<file path="config.mk">
export PLATFORM = sky130hd
export DESIGN_NAME = mifc_top
export DESIGN_NICKNAME = d
export VERILOG_FILES = /design/src/hw/mifc_group.v /design/src/hw/mifc_top.v
export VERILOG_INCLUDE_DIRS = /design/src /design/src/hw
export SDC_FILE = /design/constraint.sdc
export NUM_CORES = 1
export LEC_CHECK = 0
export ABC_AREA = 1
export ABC_CLOCK_PERIOD_IN_PS = 2300
export BUFFER_PORTS_ARGS = -buffer_cell sky130_fd_sc_hd__buf_2
export CORE_ASPECT_RATIO = 1.25
export CORE_UTILIZATION = 50
export CTS_CLUSTER_DIAMETER = 30
export CTS_CLUSTER_SIZE = 10
export DETAILED_ROUTE_END_ITERATION = 10
export PLACE_DENSITY = 0.93
export SLEW_MARGIN = 20
export SYNTH_ARGS = -nofsm -noshare
export SYNTH_HDL_FRONTEND = slang
export SYNTH_HIERARCHICAL = 1
export SYNTH_SLANG_ARGS = --single-unit
export TNS_END_PERCENT = 50
</file>
<file path="constraint.sdc">
create_clock -name clk_i -period 2.3 [get_ports clk_i]
set_input_delay 0.23 -clock clk_i [delete_from_list [all_inputs] [get_ports clk_i]]
set_output_delay 0.23 -clock clk_i [all_outputs]
set_load 0.02 [all_outputs]
</file>
<file path="src/hw/mifc_defines.vh">
`ifndef MIFC_DEFINES_VH
`define MIFC_DEFINES_VH
// register byte addresses on the axi4-lite slave
`define MIFC_ADDR_EDGE_SEL   8'h00
`define MIFC_ADDR_CTRL_A     8'h04
`define MIFC_ADDR_CTRL_B     8'h08
`define MIFC_ADDR_GROUP_0    8'h0c
`define MIFC_ADDR_GROUP_1    8'h10
`define MIFC_ADDR_IRQ_STAT   8'h14
`define MIFC_ADDR_IRQ_MASK   8'h18
`define MIFC_ADDR_POWER      8'h1c
// edge select encodings
`define MIFC_EDGE_OFF        2'b00
`define MIFC_EDGE_RISE       2'b01
`define MIFC_EDGE_FALL       2'b10
`define MIFC_EDGE_BOTH       2'b11
// primary control a field positions
`define MIFC_A_GIE           0
`define MIFC_A_PIN_EN        1
`define MIFC_A_TB0_EN        2
`define MIFC_A_TB1_EN        3
`define MIFC_A_PIN_F         4
`define MIFC_A_TB0_F         5
`define MIFC_A_TB1_F         6
// primary control b field positions
`define MIFC_B_G0_EN         0
`define MIFC_B_EE_EN         1
`define MIFC_B_G1_EN         3
`define MIFC_B_G0_F          4
`define MIFC_B_EE_F          5
`define MIFC_B_G1_F          7
// group register field positions
`define MIFC_G_CMPP_EN       0
`define MIFC_G_CMPA_EN       1
`define MIFC_G_CMPP_F        4
`define MIFC_G_CMPA_F        5
// implemented-bit masks
`define MIFC_MASK_EDGE       8'h03
`define MIFC_MASK_A          8'h7f
`define MIFC_MASK_B          8'hbb
`define MIFC_MASK_G          8'h33
// reset values
`define MIFC_RST_REG         8'h00
// interrupt vector codes, in priority order
`define MIFC_VEC_NONE        3'h0
`define MIFC_VEC_PIN         3'h1
`define MIFC_VEC_G0          3'h2
`define MIFC_VEC_TB0         3'h3
`define MIFC_VEC_TB1         3'h4
`define MIFC_VEC_EE          3'h5
`define MIFC_VEC_G1          3'h6
// axi responses
`define MIFC_RESP_OKAY       2'b00
`define MIFC_RESP_SLVERR     2'b10
`endif

</file>
<file path="src/hw/mifc_group.v">
`include "mifc_defines.vh"
`timescale 1ns/1ns
`default_nettype none
// one multi-function group: two compare-match flags and their enables
module mifc_group (
	input  wire       clk_i,      // system clock
	input  wire       rstn_i,     // sync reset, active low
	input  wire       ce_i,       // clock enable
	input  wire       cmpp_evt_i, // comparator p match pulse
	input  wire       cmpa_evt_i, // comparator a match pulse
	input  wire       wr_i,       // software write strobe
	input  wire [7:0] wdata_i,    // software write data
	output wire [7:0] rdata_o,    // register read view
	output wire       any_o       // group request (any member flag)
);
	reg [7:0] reg_q; // implemented bits only
	reg [7:0] reg_d; // next value

	// hardware set wins over software write in the same cycle
	always @* begin
		reg_d = reg_q;
		if (wr_i) begin
			reg_d = wdata_i & `MIFC_MASK_G;
		end
		if (cmpp_evt_i) begin
			reg_d[`MIFC_G_CMPP_F] = 1'b1;
		end
		if (cmpa_evt_i) begin
			reg_d[`MIFC_G_CMPA_F] = 1'b1;
		end
	end

	// state register
	always @(posedge clk_i) begin
		if (!rstn_i) begin
			reg_q <= `MIFC_RST_REG;
		end else if (ce_i) begin
			reg_q <= reg_d;
		end
	end

	assign rdata_o = reg_q;
	// group request when any member flag stands, enabled or not
	assign any_o   = reg_q[`MIFC_G_CMPP_F] | reg_q[`MIFC_G_CMPA_F];
endmodule
`default_nettype wire

</file>
<file path="src/hw/mifc_top.v">
// How it works
// edge select: off, rise, fall, both
// pin flag set on selected edge
// separate time base 1 and 0 flags
// eeprom flag and its enable bit
// group flags at control b bits 7,4
// group enables at control b bits 3,0
// timer a flags bits 4,5, enables 0,1
// time base enables at bits 3,2
// global enable bit 0, pin enable bit 1
// unimplemented bits read zero, ignore writes
// all flags and enables clear at reset
// timer compares feed group registers only
// flags set always, request needs both enables
// service clears global enable, flags still record
// pin flag cleared when pin serviced
// any flag wakes device from sleep
// group flag from members, fixed priority
`include "mifc_defines.vh"
`timescale 1ns/1ns
`default_nettype none
module mifc_top (
	input  wire        clk_i,         // system clock 125 mhz
	input  wire        rstn_i,        // sync reset, active low
	input  wire        ce_i,          // clock enable, freezes state
	input  wire        ext_pin_i,     // external interrupt pin, async
	input  wire        tb0_evt_i,     // time base 0 event pulse
	input  wire        tb1_evt_i,     // time base 1 event pulse
	input  wire        ee_evt_i,      // eeprom write done pulse
	input  wire        ta_cmpp_i,     // timer a comparator p match pulse
	input  wire        ta_cmpa_i,     // timer a comparator a match pulse
	input  wire        tb_cmpp_i,     // timer b comparator p match pulse
	input  wire        tb_cmpa_i,     // timer b comparator a match pulse
	input  wire        svc_ack_i,     // core services current vector, pulse
	input  wire        low_power_i,   // device in sleep or idle
	input  wire [31:0] s_axi_awaddr,  // write address
	input  wire        s_axi_awvalid, // write address valid
	output reg         s_axi_awready, // write address ready
	input  wire [31:0] s_axi_wdata,   // write data
	input  wire [3:0]  s_axi_wstrb,   // write strobes
	input  wire        s_axi_wvalid,  // write data valid
	output reg         s_axi_wready,  // write data ready
	output reg  [1:0]  s_axi_bresp,   // write response
	output reg         s_axi_bvalid,  // write response valid
	input  wire        s_axi_bready,  // write response ready
	input  wire [31:0] s_axi_araddr,  // read address
	input  wire        s_axi_arvalid, // read address valid
	output reg         s_axi_arready, // read address ready
	output reg  [31:0] s_axi_rdata,   // read data
	output reg  [1:0]  s_axi_rresp,   // read response
	output reg         s_axi_rvalid,  // read data valid
	input  wire        s_axi_rready,  // read data ready
	output reg         core_req_o,    // interrupt request to core
	output reg  [2:0]  core_vec_o,    // winning vector code
	output reg         wake_o,        // wake-up to power control
	output reg         irq_o          // level interrupt to system
);
	reg [1:0] edge_q;     // edge select field
	reg [6:0] ctrl_a_q;   // primary control a
	reg [7:0] ctrl_b_q;   // primary control b (implemented bits)
	reg [2:0] stat_q;     // sticky event status: pin, eeprom, service
	reg [2:0] mask_q;     // mask, same layout
	reg [2:0] pin_sync_q; // two-flop sync plus last value
	reg       aw_hold_q;  // write address captured
	reg       w_hold_q;   // write data captured
	reg [7:0] aw_addr_q;  // captured write address
	reg [7:0] w_data_q;   // captured write data byte
	reg [7:0] ctrl_a_d;   // next control a
	reg [7:0] ctrl_b_d;   // next control b
	reg [7:0] rd_mux;     // read data mux
	reg       rd_hit;     // read address mapped
	reg [2:0] vec_d;      // priority result
	reg       wr_hit;     // write address mapped
	wire      pin_rise;   // synced rising edge
	wire      pin_fall;   // synced falling edge
	wire      pin_edge;   // selected edge seen
	wire      wr_go;      // write executes this cycle
	wire [7:0] g0_rd;     // group 0 read view
	wire [7:0] g1_rd;     // group 1 read view
	wire      g0_any;     // group 0 member request
	wire      g1_any;     // group 1 member request
	wire      svc_pin;    // pin vector serviced
	wire      svc_any;    // any vector serviced
	wire      grp0_wr;    // group 0 write strobe
	wire      grp1_wr;    // group 1 write strobe

	// write happens once both address and data are held and b channel free
	assign wr_go   = aw_hold_q & w_hold_q & ~s_axi_bvalid;
	assign grp0_wr = wr_go & wr_hit & (aw_addr_q == `MIFC_ADDR_GROUP_0);
	assign grp1_wr = wr_go & wr_hit & (aw_addr_q == `MIFC_ADDR_GROUP_1);
	assign svc_any = svc_ack_i & core_req_o;
	assign svc_pin = svc_any & (core_vec_o == `MIFC_VEC_PIN);

	// pin sync: stage 0 is read only by stage 1
	always @(posedge clk_i) begin
		if (!rstn_i) begin
			pin_sync_q <= 3'h0;
		end else if (ce_i) begin
			pin_sync_q <= {pin_sync_q[1:0], ext_pin_i};
		end
	end
	assign pin_rise = pin_sync_q[1] & ~pin_sync_q[2];
	assign pin_fall = ~pin_sync_q[1] & pin_sync_q[2];
	// edge qualifier; 00 leaves the pin dead
	assign pin_edge = (edge_q[0] & pin_rise) | (edge_q[1] & pin_fall);

	// compare sources go to the group registers, never the primaries
	mifc_group u_grp0 (
		.clk_i      (clk_i),
		.rstn_i     (rstn_i),
		.ce_i       (ce_i),
		.cmpp_evt_i (ta_cmpp_i),
		.cmpa_evt_i (ta_cmpa_i),
		.wr_i       (grp0_wr),
		.wdata_i    (w_data_q),
		.rdata_o    (g0_rd),
		.any_o      (g0_any)
	);
	mifc_group u_grp1 (
		.clk_i      (clk_i),
		.rstn_i     (rstn_i),
		.ce_i       (ce_i),
		.cmpp_evt_i (tb_cmpp_i),
		.cmpa_evt_i (tb_cmpa_i),
		.wr_i       (grp1_wr),
		.wdata_i    (w_data_q),
		.rdata_o    (g1_rd),
		.any_o      (g1_any)
	);

	// write address decode
	always @* begin
		case (aw_addr_q)
			`MIFC_ADDR_EDGE_SEL, `MIFC_ADDR_CTRL_A, `MIFC_ADDR_CTRL_B,
			`MIFC_ADDR_GROUP_0, `MIFC_ADDR_GROUP_1, `MIFC_ADDR_IRQ_STAT,
			`MIFC_ADDR_IRQ_MASK, `MIFC_ADDR_POWER: wr_hit = 1'b1;
			default: wr_hit = 1'b0;
		endcase
	end

	// next primary control values: software write, then hardware sets win
	always @* begin
		ctrl_a_d = {1'b0, ctrl_a_q};
		ctrl_b_d = ctrl_b_q;
		if (wr_go && aw_addr_q == `MIFC_ADDR_CTRL_A) begin
			ctrl_a_d = w_data_q & `MIFC_MASK_A;
		end
		if (wr_go && aw_addr_q == `MIFC_ADDR_CTRL_B) begin
			ctrl_b_d = w_data_q & `MIFC_MASK_B;
		end
		// servicing drops global enable; servicing the pin vector also drops the pin flag
		if (svc_any) begin
			ctrl_a_d[`MIFC_A_GIE] = 1'b0;
		end
		if (svc_pin) begin
			ctrl_a_d[`MIFC_A_PIN_F] = 1'b0;
		end
		// flags record regardless of enables
		if (pin_edge) begin
			ctrl_a_d[`MIFC_A_PIN_F] = 1'b1;
		end
		if (tb0_evt_i) begin
			ctrl_a_d[`MIFC_A_TB0_F] = 1'b1;
		end
		if (tb1_evt_i) begin
			ctrl_a_d[`MIFC_A_TB1_F] = 1'b1;
		end
		if (ee_evt_i) begin
			ctrl_b_d[`MIFC_B_EE_F] = 1'b1;
		end
		// group flag rises when any member flag stands
		if (g0_any) begin
			ctrl_b_d[`MIFC_B_G0_F] = 1'b1;
		end
		if (g1_any) begin
			ctrl_b_d[`MIFC_B_G1_F] = 1'b1;
		end
	end

	// fixed priority among enabled pending requests
	always @* begin
		vec_d = `MIFC_VEC_NONE;
		if (ctrl_a_q[`MIFC_A_PIN_F] & ctrl_a_q[`MIFC_A_PIN_EN]) begin
			vec_d = `MIFC_VEC_PIN;
		end else if (ctrl_b_q[`MIFC_B_G0_F] & ctrl_b_q[`MIFC_B_G0_EN]) begin
			vec_d = `MIFC_VEC_G0;
		end else if (ctrl_a_q[`MIFC_A_TB0_F] & ctrl_a_q[`MIFC_A_TB0_EN]) begin
			vec_d = `MIFC_VEC_TB0;
		end else if (ctrl_a_q[`MIFC_A_TB1_F] & ctrl_a_q[`MIFC_A_TB1_EN]) begin
			vec_d = `MIFC_VEC_TB1;
		end else if (ctrl_b_q[`MIFC_B_EE_F] & ctrl_b_q[`MIFC_B_EE_EN]) begin
			vec_d = `MIFC_VEC_EE;
		end else if (ctrl_b_q[`MIFC_B_G1_F] & ctrl_b_q[`MIFC_B_G1_EN]) begin
			vec_d = `MIFC_VEC_G1;
		end
	end

	// interrupt registers and core-facing outputs
	always @(posedge clk_i) begin
		if (!rstn_i) begin
			edge_q     <= 2'b00;
			ctrl_a_q   <= 7'h00;
			ctrl_b_q   <= `MIFC_RST_REG;
			stat_q     <= 3'h0;
			mask_q     <= 3'h0;
			core_req_o <= 1'b0;
			core_vec_o <= `MIFC_VEC_NONE;
			wake_o     <= 1'b0;
			irq_o      <= 1'b0;
		end else if (ce_i) begin
			ctrl_a_q <= ctrl_a_d[6:0];
			ctrl_b_q <= ctrl_b_d;
			if (wr_go && aw_addr_q == `MIFC_ADDR_EDGE_SEL) begin
				edge_q <= w_data_q[1:0];
			end
			if (wr_go && aw_addr_q == `MIFC_ADDR_IRQ_MASK) begin
				mask_q <= w_data_q[2:0];
			end
			// write-one-to-clear, new events win over the clear
			stat_q <= (stat_q & ~((wr_go && aw_addr_q == `MIFC_ADDR_IRQ_STAT) ?
				w_data_q[2:0] : 3'h0)) | {svc_any, ee_evt_i, pin_edge};
			irq_o  <= |(stat_q & mask_q);
			// request needs global enable; drop it the cycle after service
			core_req_o <= ctrl_a_q[`MIFC_A_GIE] & (vec_d != `MIFC_VEC_NONE)
				& ~svc_any;
			core_vec_o <= vec_d;
			wake_o <= low_power_i & ((|ctrl_a_q[6:4]) | ctrl_b_q[`MIFC_B_G0_F]
				| ctrl_b_q[`MIFC_B_EE_F] | ctrl_b_q[`MIFC_B_G1_F]);
		end
	end

	// read mux; unimplemented bits read zero
	always @* begin
		rd_hit = 1'b1;
		case (s_axi_araddr[7:0])
			`MIFC_ADDR_EDGE_SEL: rd_mux = {6'h00, edge_q};
			`MIFC_ADDR_CTRL_A:   rd_mux = {1'b0, ctrl_a_q};
			`MIFC_ADDR_CTRL_B:   rd_mux = ctrl_b_q;
			`MIFC_ADDR_GROUP_0:  rd_mux = g0_rd;
			`MIFC_ADDR_GROUP_1:  rd_mux = g1_rd;
			`MIFC_ADDR_IRQ_STAT: rd_mux = {5'h00, stat_q};
			`MIFC_ADDR_IRQ_MASK: rd_mux = {5'h00, mask_q};
			`MIFC_ADDR_POWER:    rd_mux = {7'h00, wake_o};
			default: begin
				rd_mux = 8'h00;
				rd_hit = 1'b0;
			end
		endcase
		if (|s_axi_araddr[31:8]) begin
			rd_hit = 1'b0;
		end
	end

	// axi4-lite slave; addr and data accepted in either order
	always @(posedge clk_i) begin
		if (!rstn_i) begin
			s_axi_awready <= 1'b0;
			s_axi_wready  <= 1'b0;
			s_axi_bvalid  <= 1'b0;
			s_axi_bresp   <= `MIFC_RESP_OKAY;
			s_axi_arready <= 1'b0;
			s_axi_rvalid  <= 1'b0;
			s_axi_rdata   <= 32'h0000_0000;
			s_axi_rresp   <= `MIFC_RESP_OKAY;
			aw_hold_q     <= 1'b0;
			w_hold_q      <= 1'b0;
			aw_addr_q     <= 8'h00;
			w_data_q      <= 8'h00;
		end else if (ce_i) begin
			// ready pulses for one cycle on acceptance
			s_axi_awready <= ~aw_hold_q & ~s_axi_awready & s_axi_awvalid;
			s_axi_wready  <= ~w_hold_q & ~s_axi_wready & s_axi_wvalid;
			if (s_axi_awvalid & s_axi_awready) begin
				aw_hold_q <= 1'b1;
				// high address bits fold into an unmapped code
				aw_addr_q <= (|s_axi_awaddr[31:8]) ? 8'hff : s_axi_awaddr[7:0];
			end
			if (s_axi_wvalid & s_axi_wready) begin
				w_hold_q <= 1'b1;
				// only lane 0 is meaningful; masked lane writes zero
				w_data_q <= s_axi_wstrb[0] ? s_axi_wdata[7:0] : 8'h00;
			end
			if (wr_go) begin
				aw_hold_q    <= 1'b0;
				w_hold_q     <= 1'b0;
				s_axi_bvalid <= 1'b1;
				s_axi_bresp  <= wr_hit ? `MIFC_RESP_OKAY : `MIFC_RESP_SLVERR;
			end else if (s_axi_bready) begin
				s_axi_bvalid <= 1'b0;
			end
			s_axi_arready <= ~s_axi_arready & ~s_axi_rvalid & s_axi_arvalid;
			if (s_axi_arvalid & s_axi_arready) begin
				s_axi_rvalid <= 1'b1;
				s_axi_rdata  <= {24'h000000, rd_mux};
				s_axi_rresp  <= rd_hit ? `MIFC_RESP_OKAY : `MIFC_RESP_SLVERR;
			end else if (s_axi_rready) begin
				s_axi_rvalid <= 1'b0;
			end
		end
	end
endmodule
`default_nettype wire

</file>
# == Yosys cells after proc, flatten, opt, wreduce, memory -nomap -nowiden ==
# Memory sizes are Yosys's and may differ from the RTL's. A register that Yosys moved wholly into a read port is not among the register bits.
# Cells that the tools add are included.
# word_totals
register_bits,73
memories,1
rom_bits,32
output_inout_bits,47
# classes
mux,41
bitwise,49
n_reduce_logical,54
eq_ne,14
# memory_table
name,depth,width,rd,rd_clocked_by_memory_dff,write_ports,line_no,text
(no name shown),32,1,1,1,0,mifc_top.v:133,case (aw_addr_q)
# op_table
cell,count
8-bit case mux with 8 select lines,1
"8-bit by 5-bit equality test with 1-bit output, second input constant",7
2-bit AND reduction,25
24-bit OR reduction,2
"8-bit by 4-bit equality test with 1-bit output, second input constant",4
1-bit bitwise AND,29
2-bit nonzero test,14
8-bit 2-to-1 mux,3
1-bit 2-to-1 mux,23
3-bit 2-to-1 mux,7
"8-bit by 3-bit equality test with 1-bit output, second input constant",2
8-bit zero test,2
6-bit 2-to-1 mux,2
5-bit 2-to-1 mux,2
1-bit inverter,10
8-bit OR reduction,1
7-bit 2-to-1 mux,1
3-bit bitwise AND,2
1-bit OR,6
3-bit nonzero test,2
3-bit OR reduction,2
1-bit logical AND,5
2-bit 2-to-1 mux,2
"3-bit by 1-bit equality test with 1-bit output, second input constant",1
3 further kinds,3

# == Longest topological paths before layout ==
# depth
ltp_word,10
ltp_mapped,11
depth_no_buf,11

# == Cells and area by module ==
# The synthesis kept the hierarchy.
# modules_own_cells
mod,seq_area_each_um2,area_per_inst_um2,cells_each,n_inst
mifc_top,1281.2,3427.0,497,1
mifc_group,80.1,205.2,30,2

# == Least setup slack after synthesis ==
# Ideal clock, no wire load.
# synth_path
path_kind,register -> register
from,reg s_axi_bvalid
to,"reg u_grp0.reg_q[4], in the netlist u_grp0/rdata_o[4]"
arrival_time_ps,1282
n_path_buf,0
setup_time_ps,109
stages_incl_launch_ff,11
required_ps,2191
setup_slack_ps,909
synth_period_minus_slack_ps,1391
path_cell_list,dfxtp_1 inv_1 nand3_2 inv_1 nand3_1 nor3_1 nand2_2 nand2_1 nand3_1 nand2_1 inv_1
# synth_via
elab_chain_cells,6
# synth_lines
item,line_no,text
"start, declared",mifc_top.v:44,"output reg s_axi_bvalid,"
"start signal, assigned",mifc_top.v:259,s_axi_bvalid <= 1'b0;
"start signal, assigned",mifc_top.v:286,s_axi_bvalid <= 1'b1;
"start signal, assigned",mifc_top.v:289,s_axi_bvalid <= 1'b0;
1-bit inverter,mifc_top.v:88,assign wr_go = aw_hold_q & w_hold_q & ~s_axi_bvalid;
1-bit bitwise AND,mifc_top.v:88,
1-bit bitwise AND (2 in series),mifc_top.v:89,assign grp0_wr = wr_go & wr_hit & (aw_addr_q == `MIFC_ADDR_GROUP_0);
net grp0_wr,mifc_top.v:84,wire grp0_wr;
2-bit nonzero test (no source line),-,
2-bit AND reduction (no source line),-,
"end signal, assigned",mifc_group.v:36,reg_q <= `MIFC_RST_REG;
"end signal, assigned",mifc_group.v:38,reg_q <= reg_d;
"end, declared",mifc_group.v:16,reg [7:0] reg_q;
# The timed path passes the listed nets, and every way through them passes these cells.
# A chain may end at the register's enable or synchronous reset.

# == Worst setup path after layout ==
# layout_path
from,reg aw_addr_q[7]
to,"reg u_grp1.reg_q[4], in the netlist u_grp1/rdata_o[4]"
# layout_via
elab_chain_cells,6
word_cells_on_any_way,7
# layout_lines
item,line_no,text
"start, declared",mifc_top.v:66,reg [7:0] aw_addr_q;
"start signal, assigned",mifc_top.v:276,aw_addr_q <= (|s_axi_awaddr[31:8]) ? 8'hff : s_axi_awaddr[7:0];
3-bit zero test,mifc_top.v:133,
1-bit 2-to-1 mux,mifc_top.v:133,
1-bit bitwise AND,mifc_top.v:90,assign grp1_wr = wr_go & wr_hit & (aw_addr_q == `MIFC_ADDR_GROUP_1);
1-bit bitwise AND *,mifc_top.v:90,
net grp1_wr,mifc_top.v:85,wire grp1_wr;
2-bit nonzero test (no source line) *,-,
2-bit AND reduction (no source line) *,-,
"end signal, assigned",mifc_group.v:36,
"end signal, assigned",mifc_group.v:38,
"end, declared",mifc_group.v:16,
# The timed path passes the listed nets; every way through them passes the cells marked *.

==> results.tsv <==
stage	metric	value	unit
run_status	status	finished clean	
clocking	clk_path_buf_depth	2	
route	vias_per_cell	5.19	
yosys	synthMuxAreaShare	0	
setup_path	start_kind	flop	
setup_path	cp-end-kind	flop	
place	hpwl	7340	um
clocking	h-tree-depth	3	
setup_path	crit_type	flop to flop	
final_layout	nets	783	
worst_hold_path	hold_class	primary input to flop	
power	leakagePower	2.15	nW
yosys	synth_seq_cells	72	
yosys	yosysWarnings	6	
run	drv_cap	0	
final_layout	stdcell_area	4510	um^2
yosys	synthCells	557	
sta	tns	0	ns
yosys	synthAdderAreaFrac	0	
clocking	cts_sinks	72	
route	drt_pre_antenna_iters	5	
global_routing	grt_overflow	0	
yosys	postSynth.asyncResetShare	0	
floorplanning	num_rows	35	
sta	setup_slack	0.674	ns
floorplanning	die_height	99.9	um
route	drc	0	
yosys	synth_most_common_cell	nand2_1	
setup_path	worst_ep_arrival_time	1.86	ns
power	power	0.00263	W
clocking	hold_buffers	0	
sta	whs	0.100	ns
route	drt-total-wl	9480	um
clocking	numCtsBuffers	9	
sta	maxSlewHeadroom	0.522	
global_routing	grt_max_degree	46	
floorplanning	ioPinCount	165	
final_layout	drive_above_1_share	0.237	
final_layout	syn_to_final_growth	17.5	%
floorplanning	dieArea	8030	um^2
yosys	synth-compound-area-share	0.156	
yosys	synth_top_area_share	0.376	
sta	setup_viol	0	
global_routing	first_global_vias	3601	
setup_path	worstPathRequired	2.54	ns
route	drtAntennaViolNets	0	
clocking	post_cts_buffers	0	
power	p_per_area	583	nW/um^2
sta	rsz0062_at_grt	false	
clocking	cts_root_buf	clkbuf_8	
route	routedWlPerCell	12.4	um
power	peakVddDrop	0.395	mV
route	drt_iter0_markers	329	
sta	tightest_slew	0.713	ns
sta	drv_slew	0	
route	vias	3951	
yosys	yosys.area_share.xor_xnor	0	
clocking	cts_tree	yes	
yosys	yosys.area_share.simple	0.317	
yosys	syn_area	3840	um^2
clocking	post_cts_resized	0	
yosys	synth_flop_cell	dfxtp_1	
clocking	insertion_delay	0.35	ns
sta	finalHoldViolations	0	
clocking	clk_pin_slew	0.07	ns
yosys	synth_edf_count	0	
sta	clock_skew	0.00920	ns
sta	min_period	1.63	ns
place	dpl_worst_slack	0.682	ns
setup_path	crit_fanout	5	
floorplanning	start_util	0.519	
global_routing	grt_first_pass_wirelength	15500	um
place	gp_congestion	0.909	
yosys	synthTopCellsByArea	dfxtp_1 (38%), nand2_1 (10%), nand3_1 (7.8%), buf_4 (7.0%), a21oi_1 (5.7%)	
global_routing	grt_util_all_layers	0.248	
yosys	yosysTopAreaCell	dfxtp_1	
floorplanning	core-area	7400	um^2
yosys	postSynthAreaPerCell	6.89	um^2
yosys	synth_top_family_by_area	simple AND/OR/NAND/NOR gates	
yosys	synth_cell_types	38	
place	port_buffers	111	
floorplanning	die_x	80.4	um
yosys	synth_sequential_area_ratio	0.376	
sta	fmaxAchievable	615	MHz
place	dpl_cell_area	4310	um^2
yosys	yosys-top-cells-count	nand2_1 (105), dfxtp_1 (72), nand3_1 (60), nor2_1 (58), inv_1 (49)	
global_routing	antenna_found_initial	0	
sta	fin_crit_sh	0.707	
final_layout	antennaDiodeCount	0	
-- cells in the final DEF (no fill, tap or decap), types with 5 or more instances in the layout --
master,count
nand2_1,105
dfxtp_1,72
nand3_1,60
a31oi_1,5
a21oi_1,44
buf_4,5
conb_1,34
nor3_1,9
o21ai_0,44
a211oi_1,7
nor2_1,58
clkbuf_8,10
inv_1,49
buf_2,111
-- stage by stage --
step                      utilization  cells
after floorplan                     -    588
after global placement          0.583    746
after detailed placement        0.583    746
after CTS                       0.609    762
after global routing            0.609    762
final                           0.609    762
-- final cells by class --
type                            count  area (um^2)
Fill cell                         672         2890
Multi-Input combinational cell    409         1940
Sequential cell                    72         1440
Timing Repair Buffer              116          593
Inverter                           57          221
Clock buffer                       11          141
Tap cell                           92          115
Clock inverter                      5         56.3
-- sequential cells by signal (all words and copies together) (netlist names), 3 cells and up, named ones only --
register	flops
core_vec_o	3
s_axi_rdata	8
aw_addr_q	8
ctrl_a_q	7
mask_q	3
w_data_q	8
u_grp1/rdata_o	4
ctrl_b_q	6
u_grp0/rdata_o	4
pin_sync_q	3
stat_q	3
-- metal layers --
| metal | vias to the layer above | track usage | wire length [um] |
|---|---|---|---|
| met4 | 0 | 0.132 | 290 |
| met1 | 1750 | 0.274 | 3720 |
| li1 | 1986 | - | - |
| met3 | 30 | 0.0455 | 661 |
| met5 | - | 0 | 0 |
| met2 | 185 | 0.442 | 4810 |
-- cells by family (layout without fill, tap and decap cells) --
| kind of cell | count (synthesis) | after routing |
|---|---|---|
| AOI/OAI and AO/OA | 111 | 111 |
| and+or+nand+nor | 264 | 264 |
| DFF | 72 | 72 |
| buffers and inverters | 107 | 189 |
| other | 3 | 34 |
-- power by group --
| group | internal [W] | switching, W | total, W |
|---|---|---|---|
| Clock | 0.000529 | 0.000467 | 0.000996 |
| Sequential | 0.00128 | 0.0000365 | 0.00132 |
| Combinational | 0.000118 | 0.000198 | 0.000316 |
| Total | 0.00193 | 0.000701 | 0.00263 |
-- path summary, 6_finish.rpt --
check                                 start                             end  cells past startpoint  slack [ns]
setup / recovery  aw_addr_q[7]$_SDFFE_PN0P_  u_grp1/rdata_o[4]$_SDFFE_PN0P_                      8        0.67
hold / removal              s_axi_awaddr[5]       aw_addr_q[5]$_SDFFE_PN0P_                      3        0.10
setup reg to reg  aw_addr_q[7]$_SDFFE_PN0P_  u_grp1/rdata_o[4]$_SDFFE_PN0P_                      8        0.67
hold reg to reg                        flop     s_axi_bresp[1]$_SDFFE_PN0P_                      1        0.45
-- critical path, stage by stage (launching register included) --
cell,delay [ns]
dfxtp_1,0.35
nor3_4,0.26
nand3_1,0.14
nor3_1,0.35
nand2_2,0.15
nand2_1,0.09
nand3_1,0.07
nand2_1,0.07
inv_1,0.05
No activity file was read; power rests on OpenSTA's default activity.
